**config.mk**
```make
export PLATFORM = sky130hd
export DESIGN_NAME = spcpb_bank
export DESIGN_NICKNAME = d
export VERILOG_FILES = /design/src/core/spcpb_pkg.sv /design/src/core/spcpb_debounce.sv /design/src/core/spcpb_dout_select.sv /design/src/core/spcpb_bank.sv
export SDC_FILE = /design/constraint.sdc
export NUM_CORES = 1
export LEC_CHECK = 0
export ABC_AREA = 1
export BUFFER_PORTS_ARGS = -buffer_cell sky130_fd_sc_hd__buf_4
export CAP_MARGIN = 20
export CORE_ASPECT_RATIO = 0.8
export CORE_UTILIZATION = 50
export DETAILED_ROUTE_END_ITERATION = 16
export HOLD_SLACK_MARGIN = 0.15
export PLACE_DENSITY = 0.71
export SETUP_SLACK_MARGIN = 0.4
export SLEW_MARGIN = 20
export SYNTH_ARGS = -nofsm -noshare
export SYNTH_HDL_FRONTEND = slang
export SYNTH_SLANG_ARGS = --single-unit
```
**constraint.sdc**
```tcl
create_clock -name clk -period 22.5 [get_ports clk]
set_input_delay 2.25 -clock clk [delete_from_list [all_inputs] [get_ports clk]]
set_output_delay 2.25 -clock clk [all_outputs]
set_load 0.005 [all_outputs]
```
**src/core/spcpb_pkg.sv**
```systemverilog
// Constants and types of the servo pulse command parameter bank
//
// Contract
// - Flag deviation overflow above threshold in pulse/sequence modes
// - Threshold in ten-pulse units, 1 to 12800000
// - Pulse input debounce, 16.6666 ns steps, default 30 (the code rounds each step up to 4 clocks, 20 ns)
// - Direction input debounce, same steps, default 30
// - Output mode 0 drives assigned output functions
// - Output mode 1 reports sequence progress status
// - Return to mode 0 restores prior assignments
// - Deviation-clear input zeroes accumulated deviation
// - Clear trigger: 0 rising edge, 1 level
// - Clear trigger works only in linear control
// - Three extra gear numerators, chosen by selects
// - Option 1: ramp down, then hold standstill position
package spcpb_pkg;
	// Parameter addresses
	localparam logic [15:0] ADDR_DEV_LIMIT = 16'h0346;
	localparam logic [15:0] ADDR_PULSE_FLT = 16'h0348;
	localparam logic [15:0] ADDR_DIR_FLT = 16'h034A;
	localparam logic [15:0] ADDR_OUT_MODE = 16'h0358;
	localparam logic [15:0] ADDR_CLR_TRIG = 16'h0364;
	localparam logic [15:0] ADDR_GEAR_TWO = 16'h0378;
	localparam logic [15:0] ADDR_GEAR_THREE = 16'h037A;
	localparam logic [15:0] ADDR_GEAR_FOUR = 16'h037C;
	localparam logic [15:0] ADDR_SPECIAL_ONE = 16'h0382;
	// Reset values and ranges
	localparam logic [31:0] RST_DEV_LIMIT = 32'h0005DC00;
	localparam logic [31:0] MIN_DEV_LIMIT = 32'h00000001;
	localparam logic [31:0] MAX_DEV_LIMIT = 32'h00C35000;
	localparam logic [8:0] RST_FILTER_STEPS = 9'h01E;
	localparam logic [31:0] RST_GEAR = 32'h00000080;
	localparam logic [31:0] MIN_GEAR = 32'h00000001;
	localparam logic [31:0] MAX_GEAR = 32'h1FFFFFFF;
	localparam logic [15:0] RST_SPECIAL_ONE = 16'h0200;
	localparam logic [15:0] SPECIAL_ONE_RSVD = 16'h003F;
	localparam int ZHOLD_OPT_BIT = 10;
	localparam logic [15:0] CTRL_LINEAR = 16'h4001;
	localparam logic [3:0] DEV_UNIT_PULSES = 4'hA;
	// Debounce step: 16.6666 ns in units of 0.1 ps, clock 5 ns
	localparam int FILTER_STEP_100FS = 166666;
	localparam int CLK_PERIOD_100FS = 50000;
	localparam int FILTER_STEP_CYC =
		(FILTER_STEP_100FS + CLK_PERIOD_100FS - 1) / CLK_PERIOD_100FS;
	localparam int FILTER_CNT_W = 12;
	// Operating modes
	typedef enum logic [3:0] {
		SPCPB_MODE_PT = 4'h1,
		SPCPB_MODE_PS = 4'h2,
		SPCPB_MODE_V = 4'h4,
		SPCPB_MODE_T = 4'h8
	} spcpb_mode_t;
	// Zero-speed hold states
	typedef enum logic [2:0] {
		SPCPB_ZH_IDLE = 3'h1,
		SPCPB_ZH_RAMP = 3'h2,
		SPCPB_ZH_LOCK = 3'h4
	} spcpb_zh_t;
endpackage

```
**src/core/spcpb_debounce.sv**
```systemverilog
// Three-stage pin synchroniser followed by a stable-time filter
`timescale 1ns/1ps
module spcpb_debounce #(
	parameter int CNT_W = spcpb_pkg::FILTER_CNT_W
) (
	// Clock and reset
	input wire logic clk,
	input wire logic rst,
	// Pin and setting
	input wire logic pinIn,
	input wire logic [8:0] filterSteps,
	// Filtered level
	output logic levelOut
);
	logic sync1_r, sync2_r, sync3_r;
	logic [CNT_W-1:0] stableCnt_r;
	logic [CNT_W-1:0] limit;

	assign limit = CNT_W'(filterSteps * spcpb_pkg::FILTER_STEP_CYC);

	always_ff @(posedge clk or posedge rst) begin
		if (rst) begin
			sync1_r <= 1'b0;
			sync2_r <= 1'b0;
			sync3_r <= 1'b0;
		end else begin
			sync1_r <= pinIn;
			sync2_r <= sync1_r;
			sync3_r <= sync2_r;
		end
	end

	// Counter restarts whenever the candidate level disagrees
	always_ff @(posedge clk or posedge rst) begin
		if (rst) begin
			stableCnt_r <= '0;
			levelOut <= 1'b0;
		end else if (sync2_r != sync3_r || sync3_r == levelOut) begin
			stableCnt_r <= '0;
		end else if (stableCnt_r >= limit) begin
			levelOut <= sync3_r;
			stableCnt_r <= '0;
		end else begin
			stableCnt_r <= stableCnt_r + 1'b1;
		end
	end
endmodule

```
**src/core/spcpb_dout_select.sv**
```systemverilog
// Digital output source selection between assigned functions and sequence status
`timescale 1ns/1ps
module spcpb_dout_select #(
	parameter int OUT_N = 6
) (
	// Mode
	input wire logic seqMode,
	// Sources
	input wire logic [OUT_N-1:0] assignedFunc,
	input wire logic [OUT_N-1:0] seqStatus,
	// Selected pattern
	output logic [OUT_N-1:0] outSel
);
	// Assignments live outside and are never overwritten, so mode 0 restores them
	genvar i;
	generate
		for (i = 0; i < OUT_N; i++) begin : g_out
			assign outSel[i] = seqMode ? seqStatus[i] : assignedFunc[i];
		end
	endgenerate
endmodule

```
**src/core/spcpb_bank.sv**
```systemverilog
// Servo pulse command parameter bank with deviation monitor and output steering
`timescale 1ns/1ps
module spcpb_bank #(
	parameter int OUT_N = 6,
	parameter int DEV_W = 32
) (
	// Clock and reset
	input wire logic clk,
	input wire logic rst,
	// Parameter access port
	input wire logic parWr,
	input wire logic parRd,
	input wire logic [15:0] parAddr,
	input wire logic [31:0] parWdata,
	output logic [31:0] parRdata_r,
	output logic parAck_r,
	output logic parErr_r,
	// Pulse command interface pins
	input wire logic pulseCmdPin,
	input wire logic dirCmdPin,
	input wire logic deviationClearPin,
	input wire logic gearSelLowPin,
	input wire logic gearSelHighPin,
	input wire logic zeroSpeedHoldPin,
	// Drive state, same clock
	input wire logic [3:0] opMode,
	input wire logic [15:0] controlModeSelect,
	input wire logic fbStep,
	input wire logic fbDir,
	input wire logic faultReset,
	input wire logic standstill,
	input wire logic [31:0] actualPosition,
	input wire logic [31:0] gearNumeratorOne,
	input wire logic [OUT_N-1:0] assignedFunc,
	input wire logic [OUT_N-1:0] seqStatus,
	// Drive outputs
	output logic deviationOverflowError_r,
	output logic [DEV_W-1:0] positionDeviation_r,
	output logic [31:0] activeGearNumerator_r,
	output logic [OUT_N-1:0] digitalOutput_r,
	output logic rampStopReq_r,
	output logic positionLock_r,
	output logic [31:0] holdPosition_r
);
	logic [31:0] devLimit_r;
	logic [8:0] pulseFilter_r;
	logic [8:0] dirFilter_r;
	logic seqOutMode_r;
	logic clrLevelMode_r;
	logic [31:0] gearTwo_r;
	logic [31:0] gearThree_r;
	logic [31:0] gearFour_r;
	logic [15:0] specialOne_r;

	logic pulseLvl, dirLvl, clrLvl, gselLo, gselHi, zhLvl;
	logic pulsePrev_r, clrPrev_r;
	logic [OUT_N-1:0] outSel;
	spcpb_pkg::spcpb_zh_t zhState_r;

	// Filter settings are fixed: software sees them but cannot change them
	always_ff @(posedge clk or posedge rst) begin
		if (rst) begin
			pulseFilter_r <= spcpb_pkg::RST_FILTER_STEPS;
			dirFilter_r <= spcpb_pkg::RST_FILTER_STEPS;
		end else begin
			pulseFilter_r <= pulseFilter_r;
			dirFilter_r <= dirFilter_r;
		end
	end

	spcpb_debounce u_pulse_flt (
		.clk(clk),
		.rst(rst),
		.pinIn(pulseCmdPin),
		.filterSteps(pulseFilter_r),
		.levelOut(pulseLvl)
	);

	spcpb_debounce u_dir_flt (
		.clk(clk),
		.rst(rst),
		.pinIn(dirCmdPin),
		.filterSteps(dirFilter_r),
		.levelOut(dirLvl)
	);

	// Other inputs get the synchroniser with no extra filtering
	spcpb_debounce u_clr_sync (
		.clk(clk),
		.rst(rst),
		.pinIn(deviationClearPin),
		.filterSteps(9'h000),
		.levelOut(clrLvl)
	);

	spcpb_debounce u_gsl_sync (
		.clk(clk),
		.rst(rst),
		.pinIn(gearSelLowPin),
		.filterSteps(9'h000),
		.levelOut(gselLo)
	);

	spcpb_debounce u_gsh_sync (
		.clk(clk),
		.rst(rst),
		.pinIn(gearSelHighPin),
		.filterSteps(9'h000),
		.levelOut(gselHi)
	);

	spcpb_debounce u_zh_sync (
		.clk(clk),
		.rst(rst),
		.pinIn(zeroSpeedHoldPin),
		.filterSteps(9'h000),
		.levelOut(zhLvl)
	);

	// Write decode with range checks
	logic wrOk;
	always_comb begin
		wrOk = 1'b0;
		if (parAddr == spcpb_pkg::ADDR_DEV_LIMIT) begin
			wrOk = parWdata >= spcpb_pkg::MIN_DEV_LIMIT &&
				parWdata <= spcpb_pkg::MAX_DEV_LIMIT;
		end else if (parAddr == spcpb_pkg::ADDR_OUT_MODE) begin
			wrOk = parWdata[31:1] == '0;
		end else if (parAddr == spcpb_pkg::ADDR_CLR_TRIG) begin
			wrOk = parWdata[31:1] == '0;
		end else if (parAddr == spcpb_pkg::ADDR_GEAR_TWO ||
				parAddr == spcpb_pkg::ADDR_GEAR_THREE ||
				parAddr == spcpb_pkg::ADDR_GEAR_FOUR) begin
			wrOk = parWdata >= spcpb_pkg::MIN_GEAR &&
				parWdata <= spcpb_pkg::MAX_GEAR;
		end else if (parAddr == spcpb_pkg::ADDR_SPECIAL_ONE) begin
			wrOk = parWdata[31:16] == '0;
		end
	end

	always_ff @(posedge clk or posedge rst) begin
		if (rst) begin
			devLimit_r <= spcpb_pkg::RST_DEV_LIMIT;
			seqOutMode_r <= 1'b0;
			clrLevelMode_r <= 1'b0;
			gearTwo_r <= spcpb_pkg::RST_GEAR;
			gearThree_r <= spcpb_pkg::RST_GEAR;
			gearFour_r <= spcpb_pkg::RST_GEAR;
			specialOne_r <= spcpb_pkg::RST_SPECIAL_ONE;
		end else if (parWr && wrOk) begin
			if (parAddr == spcpb_pkg::ADDR_DEV_LIMIT) begin
				devLimit_r <= parWdata;
			end else if (parAddr == spcpb_pkg::ADDR_OUT_MODE) begin
				seqOutMode_r <= parWdata[0];
			end else if (parAddr == spcpb_pkg::ADDR_CLR_TRIG) begin
				clrLevelMode_r <= parWdata[0];
			end else if (parAddr == spcpb_pkg::ADDR_GEAR_TWO) begin
				gearTwo_r <= parWdata;
			end else if (parAddr == spcpb_pkg::ADDR_GEAR_THREE) begin
				gearThree_r <= parWdata;
			end else if (parAddr == spcpb_pkg::ADDR_GEAR_FOUR) begin
				gearFour_r <= parWdata;
			end else if (parAddr == spcpb_pkg::ADDR_SPECIAL_ONE) begin
				// Reserved low bits are kept at zero whatever is written
				specialOne_r <= parWdata[15:0] & ~spcpb_pkg::SPECIAL_ONE_RSVD;
			end
		end
	end

	// Read mux
	logic [31:0] rdVal;
	logic rdHit;
	always_comb begin
		rdVal = 32'h00000000;
		rdHit = 1'b1;
		if (parAddr == spcpb_pkg::ADDR_DEV_LIMIT) begin
			rdVal = devLimit_r;
		end else if (parAddr == spcpb_pkg::ADDR_PULSE_FLT) begin
			rdVal = {23'h000000, pulseFilter_r};
		end else if (parAddr == spcpb_pkg::ADDR_DIR_FLT) begin
			rdVal = {23'h000000, dirFilter_r};
		end else if (parAddr == spcpb_pkg::ADDR_OUT_MODE) begin
			rdVal = {31'h00000000, seqOutMode_r};
		end else if (parAddr == spcpb_pkg::ADDR_CLR_TRIG) begin
			rdVal = {31'h00000000, clrLevelMode_r};
		end else if (parAddr == spcpb_pkg::ADDR_GEAR_TWO) begin
			rdVal = gearTwo_r;
		end else if (parAddr == spcpb_pkg::ADDR_GEAR_THREE) begin
			rdVal = gearThree_r;
		end else if (parAddr == spcpb_pkg::ADDR_GEAR_FOUR) begin
			rdVal = gearFour_r;
		end else if (parAddr == spcpb_pkg::ADDR_SPECIAL_ONE) begin
			rdVal = {16'h0000, specialOne_r};
		end else begin
			rdHit = 1'b0;
		end
	end

	// One-cycle answer; error on unmapped, read-only or out-of-range access
	always_ff @(posedge clk or posedge rst) begin
		if (rst) begin
			parRdata_r <= 32'h00000000;
			parAck_r <= 1'b0;
			parErr_r <= 1'b0;
		end else begin
			parAck_r <= parRd || parWr;
			parErr_r <= (parRd && !rdHit) || (parWr && !wrOk);
			if (parRd && rdHit) begin
				parRdata_r <= rdVal;
			end
		end
	end

	// Deviation accumulator
	logic cmdStep, clrFire, inPosMode;
	logic [DEV_W-1:0] devMag;
	logic [35:0] devLimitPulses;

	always_ff @(posedge clk or posedge rst) begin
		if (rst) begin
			pulsePrev_r <= 1'b0;
			clrPrev_r <= 1'b0;
		end else begin
			pulsePrev_r <= pulseLvl;
			clrPrev_r <= clrLvl;
		end
	end

	assign cmdStep = pulseLvl && !pulsePrev_r;
	assign clrFire = controlModeSelect == spcpb_pkg::CTRL_LINEAR &&
		(clrLevelMode_r ? clrLvl : (clrLvl && !clrPrev_r));
	assign inPosMode = opMode == spcpb_pkg::SPCPB_MODE_PT ||
		opMode == spcpb_pkg::SPCPB_MODE_PS;

	always_ff @(posedge clk or posedge rst) begin
		if (rst) begin
			positionDeviation_r <= '0;
		end else if (clrFire) begin
			positionDeviation_r <= '0;
		end else begin
			positionDeviation_r <= positionDeviation_r
				+ (cmdStep ? (dirLvl ? '1 : DEV_W'(1)) : '0)
				- (fbStep ? (fbDir ? '1 : DEV_W'(1)) : '0);
		end
	end

	assign devMag = positionDeviation_r[DEV_W-1] ? DEV_W'(0) - positionDeviation_r
		: positionDeviation_r;
	assign devLimitPulses = 36'(devLimit_r * spcpb_pkg::DEV_UNIT_PULSES);

	// Sticky error; a new overflow beats the fault reset
	always_ff @(posedge clk or posedge rst) begin
		if (rst) begin
			deviationOverflowError_r <= 1'b0;
		end else if (inPosMode && 36'(devMag) > devLimitPulses) begin
			deviationOverflowError_r <= 1'b1;
		end else if (faultReset) begin
			deviationOverflowError_r <= 1'b0;
		end
	end

	// Gear numerator selection
	always_ff @(posedge clk or posedge rst) begin
		if (rst) begin
			activeGearNumerator_r <= spcpb_pkg::RST_GEAR;
		end else begin
			case ({gselHi, gselLo})
				2'b01: activeGearNumerator_r <= gearTwo_r;
				2'b10: activeGearNumerator_r <= gearThree_r;
				2'b11: activeGearNumerator_r <= gearFour_r;
				default: activeGearNumerator_r <= gearNumeratorOne;
			endcase
		end
	end

	// Digital outputs
	spcpb_dout_select #(
		.OUT_N(OUT_N)
	) u_dout (
		.seqMode(seqOutMode_r),
		.assignedFunc(assignedFunc),
		.seqStatus(seqStatus),
		.outSel(outSel)
	);

	always_ff @(posedge clk or posedge rst) begin
		if (rst) begin
			digitalOutput_r <= '0;
		end else begin
			digitalOutput_r <= outSel;
		end
	end

	// Zero-speed hold: option 1 ramps first, option 0 locks at once
	logic zhRampOpt;
	assign zhRampOpt = specialOne_r[spcpb_pkg::ZHOLD_OPT_BIT];

	always_ff @(posedge clk or posedge rst) begin
		if (rst) begin
			zhState_r <= spcpb_pkg::SPCPB_ZH_IDLE;
			rampStopReq_r <= 1'b0;
			positionLock_r <= 1'b0;
			holdPosition_r <= 32'h00000000;
		end else begin
			case (zhState_r)
				spcpb_pkg::SPCPB_ZH_IDLE: begin
					if (zhLvl && zhRampOpt) begin
						zhState_r <= spcpb_pkg::SPCPB_ZH_RAMP;
						rampStopReq_r <= 1'b1;
					end else if (zhLvl) begin
						zhState_r <= spcpb_pkg::SPCPB_ZH_LOCK;
						positionLock_r <= 1'b1;
						holdPosition_r <= actualPosition;
					end
				end
				spcpb_pkg::SPCPB_ZH_RAMP: begin
					if (!zhLvl) begin
						zhState_r <= spcpb_pkg::SPCPB_ZH_IDLE;
						rampStopReq_r <= 1'b0;
					end else if (standstill) begin
						zhState_r <= spcpb_pkg::SPCPB_ZH_LOCK;
						rampStopReq_r <= 1'b0;
						positionLock_r <= 1'b1;
						holdPosition_r <= actualPosition;
					end
				end
				spcpb_pkg::SPCPB_ZH_LOCK: begin
					if (!zhLvl) begin
						zhState_r <= spcpb_pkg::SPCPB_ZH_IDLE;
						positionLock_r <= 1'b0;
					end
				end
				default: begin
					zhState_r <= spcpb_pkg::SPCPB_ZH_IDLE;
					rampStopReq_r <= 1'b0;
					positionLock_r <= 1'b0;
				end
			endcase
		end
	end
endmodule

```
==> results.toml <==
[critical_path]
end_kind = "register"
critPathTopFamily = "buffers and inverters"
required_ns = 22.93
crit_path_start_kind = "input port"
cp_slowest_cell = "inv_2"
path_class = "in2reg"
r2r_slack_ns = 18.46
crit_fanout = 48
cp.buffers_inverters = 5
worstPathArrival_ns = 5.91
max_stage_delay_ns = 0.81
crit_path_cell_trace = "buf_4, nor2_1, nand2_1, nor2_2, nand3_1, buf_4, inv_2, nor2_1, nand4_1, nand2_1, inv_2, o211ai_1, o21ai_0, inv_1"

[job]
max_cap_violations = 0

[sta]
timing.final.crit_share = 0.244
max_freq_mhz = 183
setup_viol = 0
skew_ns = 0.0180
tns_ns = 0
hold_violations = 0
tightest_slew_ns = 1.03
slew_viol_final = 0
rsz0062_at_grt = "no"
whs_ns = 0.345
finalCriticalPeriod_ns = 5.48
max-slew-margin-rel = 0.314

[global_routing]
grt_max_degree = 114
grt.overflow.total = 0
grt_usage = 0.289
grt_pass1_vias = 17800
antenna_found_initial = 3
grt_pass1_wl_mm = 94.2

[final_layout]
final_nets = 3129
nFillCells = 3544
layout-drive-gt1-share = 0.157
fin_util = 0.609
finalNonFillerCells = 3374
antenna_cells = 0
final_cell_mix = "nand2_1, nor2_1, inv_1"
area_growth_pct = 19.5
final_common_cell = "nand2_1"

[die]
io_pins = 297
die_h_um = 182
dieArea_um2 = 41300
die_x_um = 227
fp-row-count = 65
core_area_um2 = 39700
initial_utilization = 0.510

[yosys]
synth_warnings = 0
yosysTopAreaCell = "dfrtp_1"
syn_area_um2 = 20200
async_reset_ff_frac = 1.00
syn_inst = 2530
ys_top_cells_by_area = "dfrtp_1, nand2_1, ha_1"
synth_top_area_frac = 0.395
synth_edf_count = 0
yosysSeqAreaShare = 0.411
yosysUniqueCellTypes = 51
synth_seq_cells = 332
synthFlopType = "dfrtp_1"
syn_area_per_cell_um2 = 8.00

[cts]
htreeDepth = 2
holdBufCountCts = 0
cts_tree = "yes"
cts-buffers-inserted = 36
post-cts-setup-buffers = 0
cts.clk_slew.worst_paths_ns = 0.06
cts_resized = 0
cts.sinks = 332
cts_buffer_depth = 3
cts.root.buffer_cell = "clkbuf_16"
clock_latency_ns = 0.55

[placed_design]
gp_congestion = 0.950
dp_cells = 3306
hpwl_mm = 43.7
port_buffers = 296

[route]
drc = 0
wirelength_mm = 58.7
first_iter_violations = 1652
via_count = 18200
first_pass_iters = 5
drtAntennaViolNets = 0
wire_per_inst_um = 17.4
via_per_inst = 5.38

[power]
p_per_area_nw_per_um2 = 105
p_leak_nw = 12.4
peakVddDrop_v = 0.0000790

[worst_hold_path]
hp-class = "reg2reg"

[status]
status = "finished, final reports clean"
power breakdown:
| group | internal [mW] | switching [mW] |
|---|---|---|
| sequential | 0.685 | 0.0698 |
| clock | 0.332 | 0.252 |
| combinational | 0.482 | 0.727 |
| total | 1.50 | 1.05 |
cells by family (layout without fill, tap and decap cells):
| logic type | Yosys count | after routing | share of synthesized area |
|---|---|---|---|
| multiplexers | 38 | 38 | 0.0211 |
| AO/OA/AOI/OAI | 375 | 375 | 0.112 |
| adder cells (fa/ha/maj) | 164 | 164 | 0.113 |
| AND/OR/NAND/NOR | 1146 | 1146 | 0.235 |
| buffers and inverters | 408 | 707 | 0.0784 |
| XOR/XNOR | 66 | 66 | 0.0286 |
| other | 1 | 10 | 0.000185 |
| flip-flops | 332 | 332 | 0.411 |
stage by stage:
stage	power [mW]	area (um^2)	setup WS, ns
detailed placement	1.95	23000	16.62
global placement	1.92	23000	16.64
finish	2.55	24200	17.02
CTS	2.54	24100	17.17
global route	2.75	24200	16.63
floorplan	1.54	20300	11.08
path summary, 6_finish.rpt:
| path | from | end | cells after the start |
|---|---|---|---|
| max in group asynchronous | rst | positionDeviation_r[14] | 3 |
| max | parAddr[13] | parRdata_r[28] | 14 |
| min | u_pulse_flt.sync1_r | u_pulse_flt.sync2_r | 0 |
| max reg2reg | positionDeviation_r[2] | deviationOverflowError_r | 20 |
| min reg2reg | u_pulse_flt.sync1_r | u_pulse_flt.sync2_r | 0 |
| min in group asynchronous | rst | activeGearNumerator_r[11] | 2 |
worst reg2reg max path, delay by kind of cell, from the launching register on:
kind	cells	cell delay, ns
AND/OR/NAND/NOR	16	2.83
flip-flops	1	0.43
adder cells (fa/ha/maj)	1	0.30
buffers and inverters	1	0.19
AO/OA/AOI/OAI	2	0.19
registers in the layout, indices dropped and copies added (netlist names), 3 cells and up:
signal and flops:
devLimit_r 32, u_dir_flt.stableCnt_r 12, zhState_r 3, specialOne_r 10, gearTwo_r 32, activeGearNumerator_r 32
positionDeviation_r 32, holdPosition_r 32, parRdata_r 32, gearThree_r 32, gearFour_r 32, u_pulse_flt.stableCnt_r 12
digitalOutput_r 6
cell type report:
class / instances / area, um^2 / area share
clock inverters: 10 / 111 / 0.00461
repair buffers: 311 / 2380 / 0.0984
inverters: 331 / 1250 / 0.0517
multi-input cells: 1799 / 10400 / 0.431
well taps: 536 / 671 / 0.0277
flip-flops and latches: 332 / 8320 / 0.344
clock buffers: 55 / 1030 / 0.0427
cells in the mapped netlist, types with 3 or more instances:
cell       number
buf_4           7
o2111ai_1      11
mux2_2         38
xnor2_1        17
ha_1          128
nor2_2          3
fa_1           32
nand3_1        63
o21bai_1       10
inv_2           4
maj3_1          4
or2_2           7
a221oi_1       10
xor2_1         49
a31oi_1        19
nor4_1         14
buf_2          23
nor2_1        402
dfrtp_1       319
clkbuf_1       45
o221ai_1       12
nand3b_1        3
nor3b_1         6
inv_1         326
o211ai_1       13
nand2_1       496
o22ai_1        14
o21ai_0        79
a21boi_0        3
dfstp_2        13
nand4_1        52
nor3_1         93
a21oi_1       141
a21o_1         13
o21a_1         42
metal layers:
layer	share of wire	track usage	up-vias	wire [um]
li1	-	-	8820	-
met1	0.45	0.415	8546	26600
met2	0.43	0.425	663	25200
met3	0.085	0.0683	125	5010
met4	0.033	0.0984	6	1920
met5	0.00060	0	-	35
Note: power is estimated with default switching activity, not from simulation.
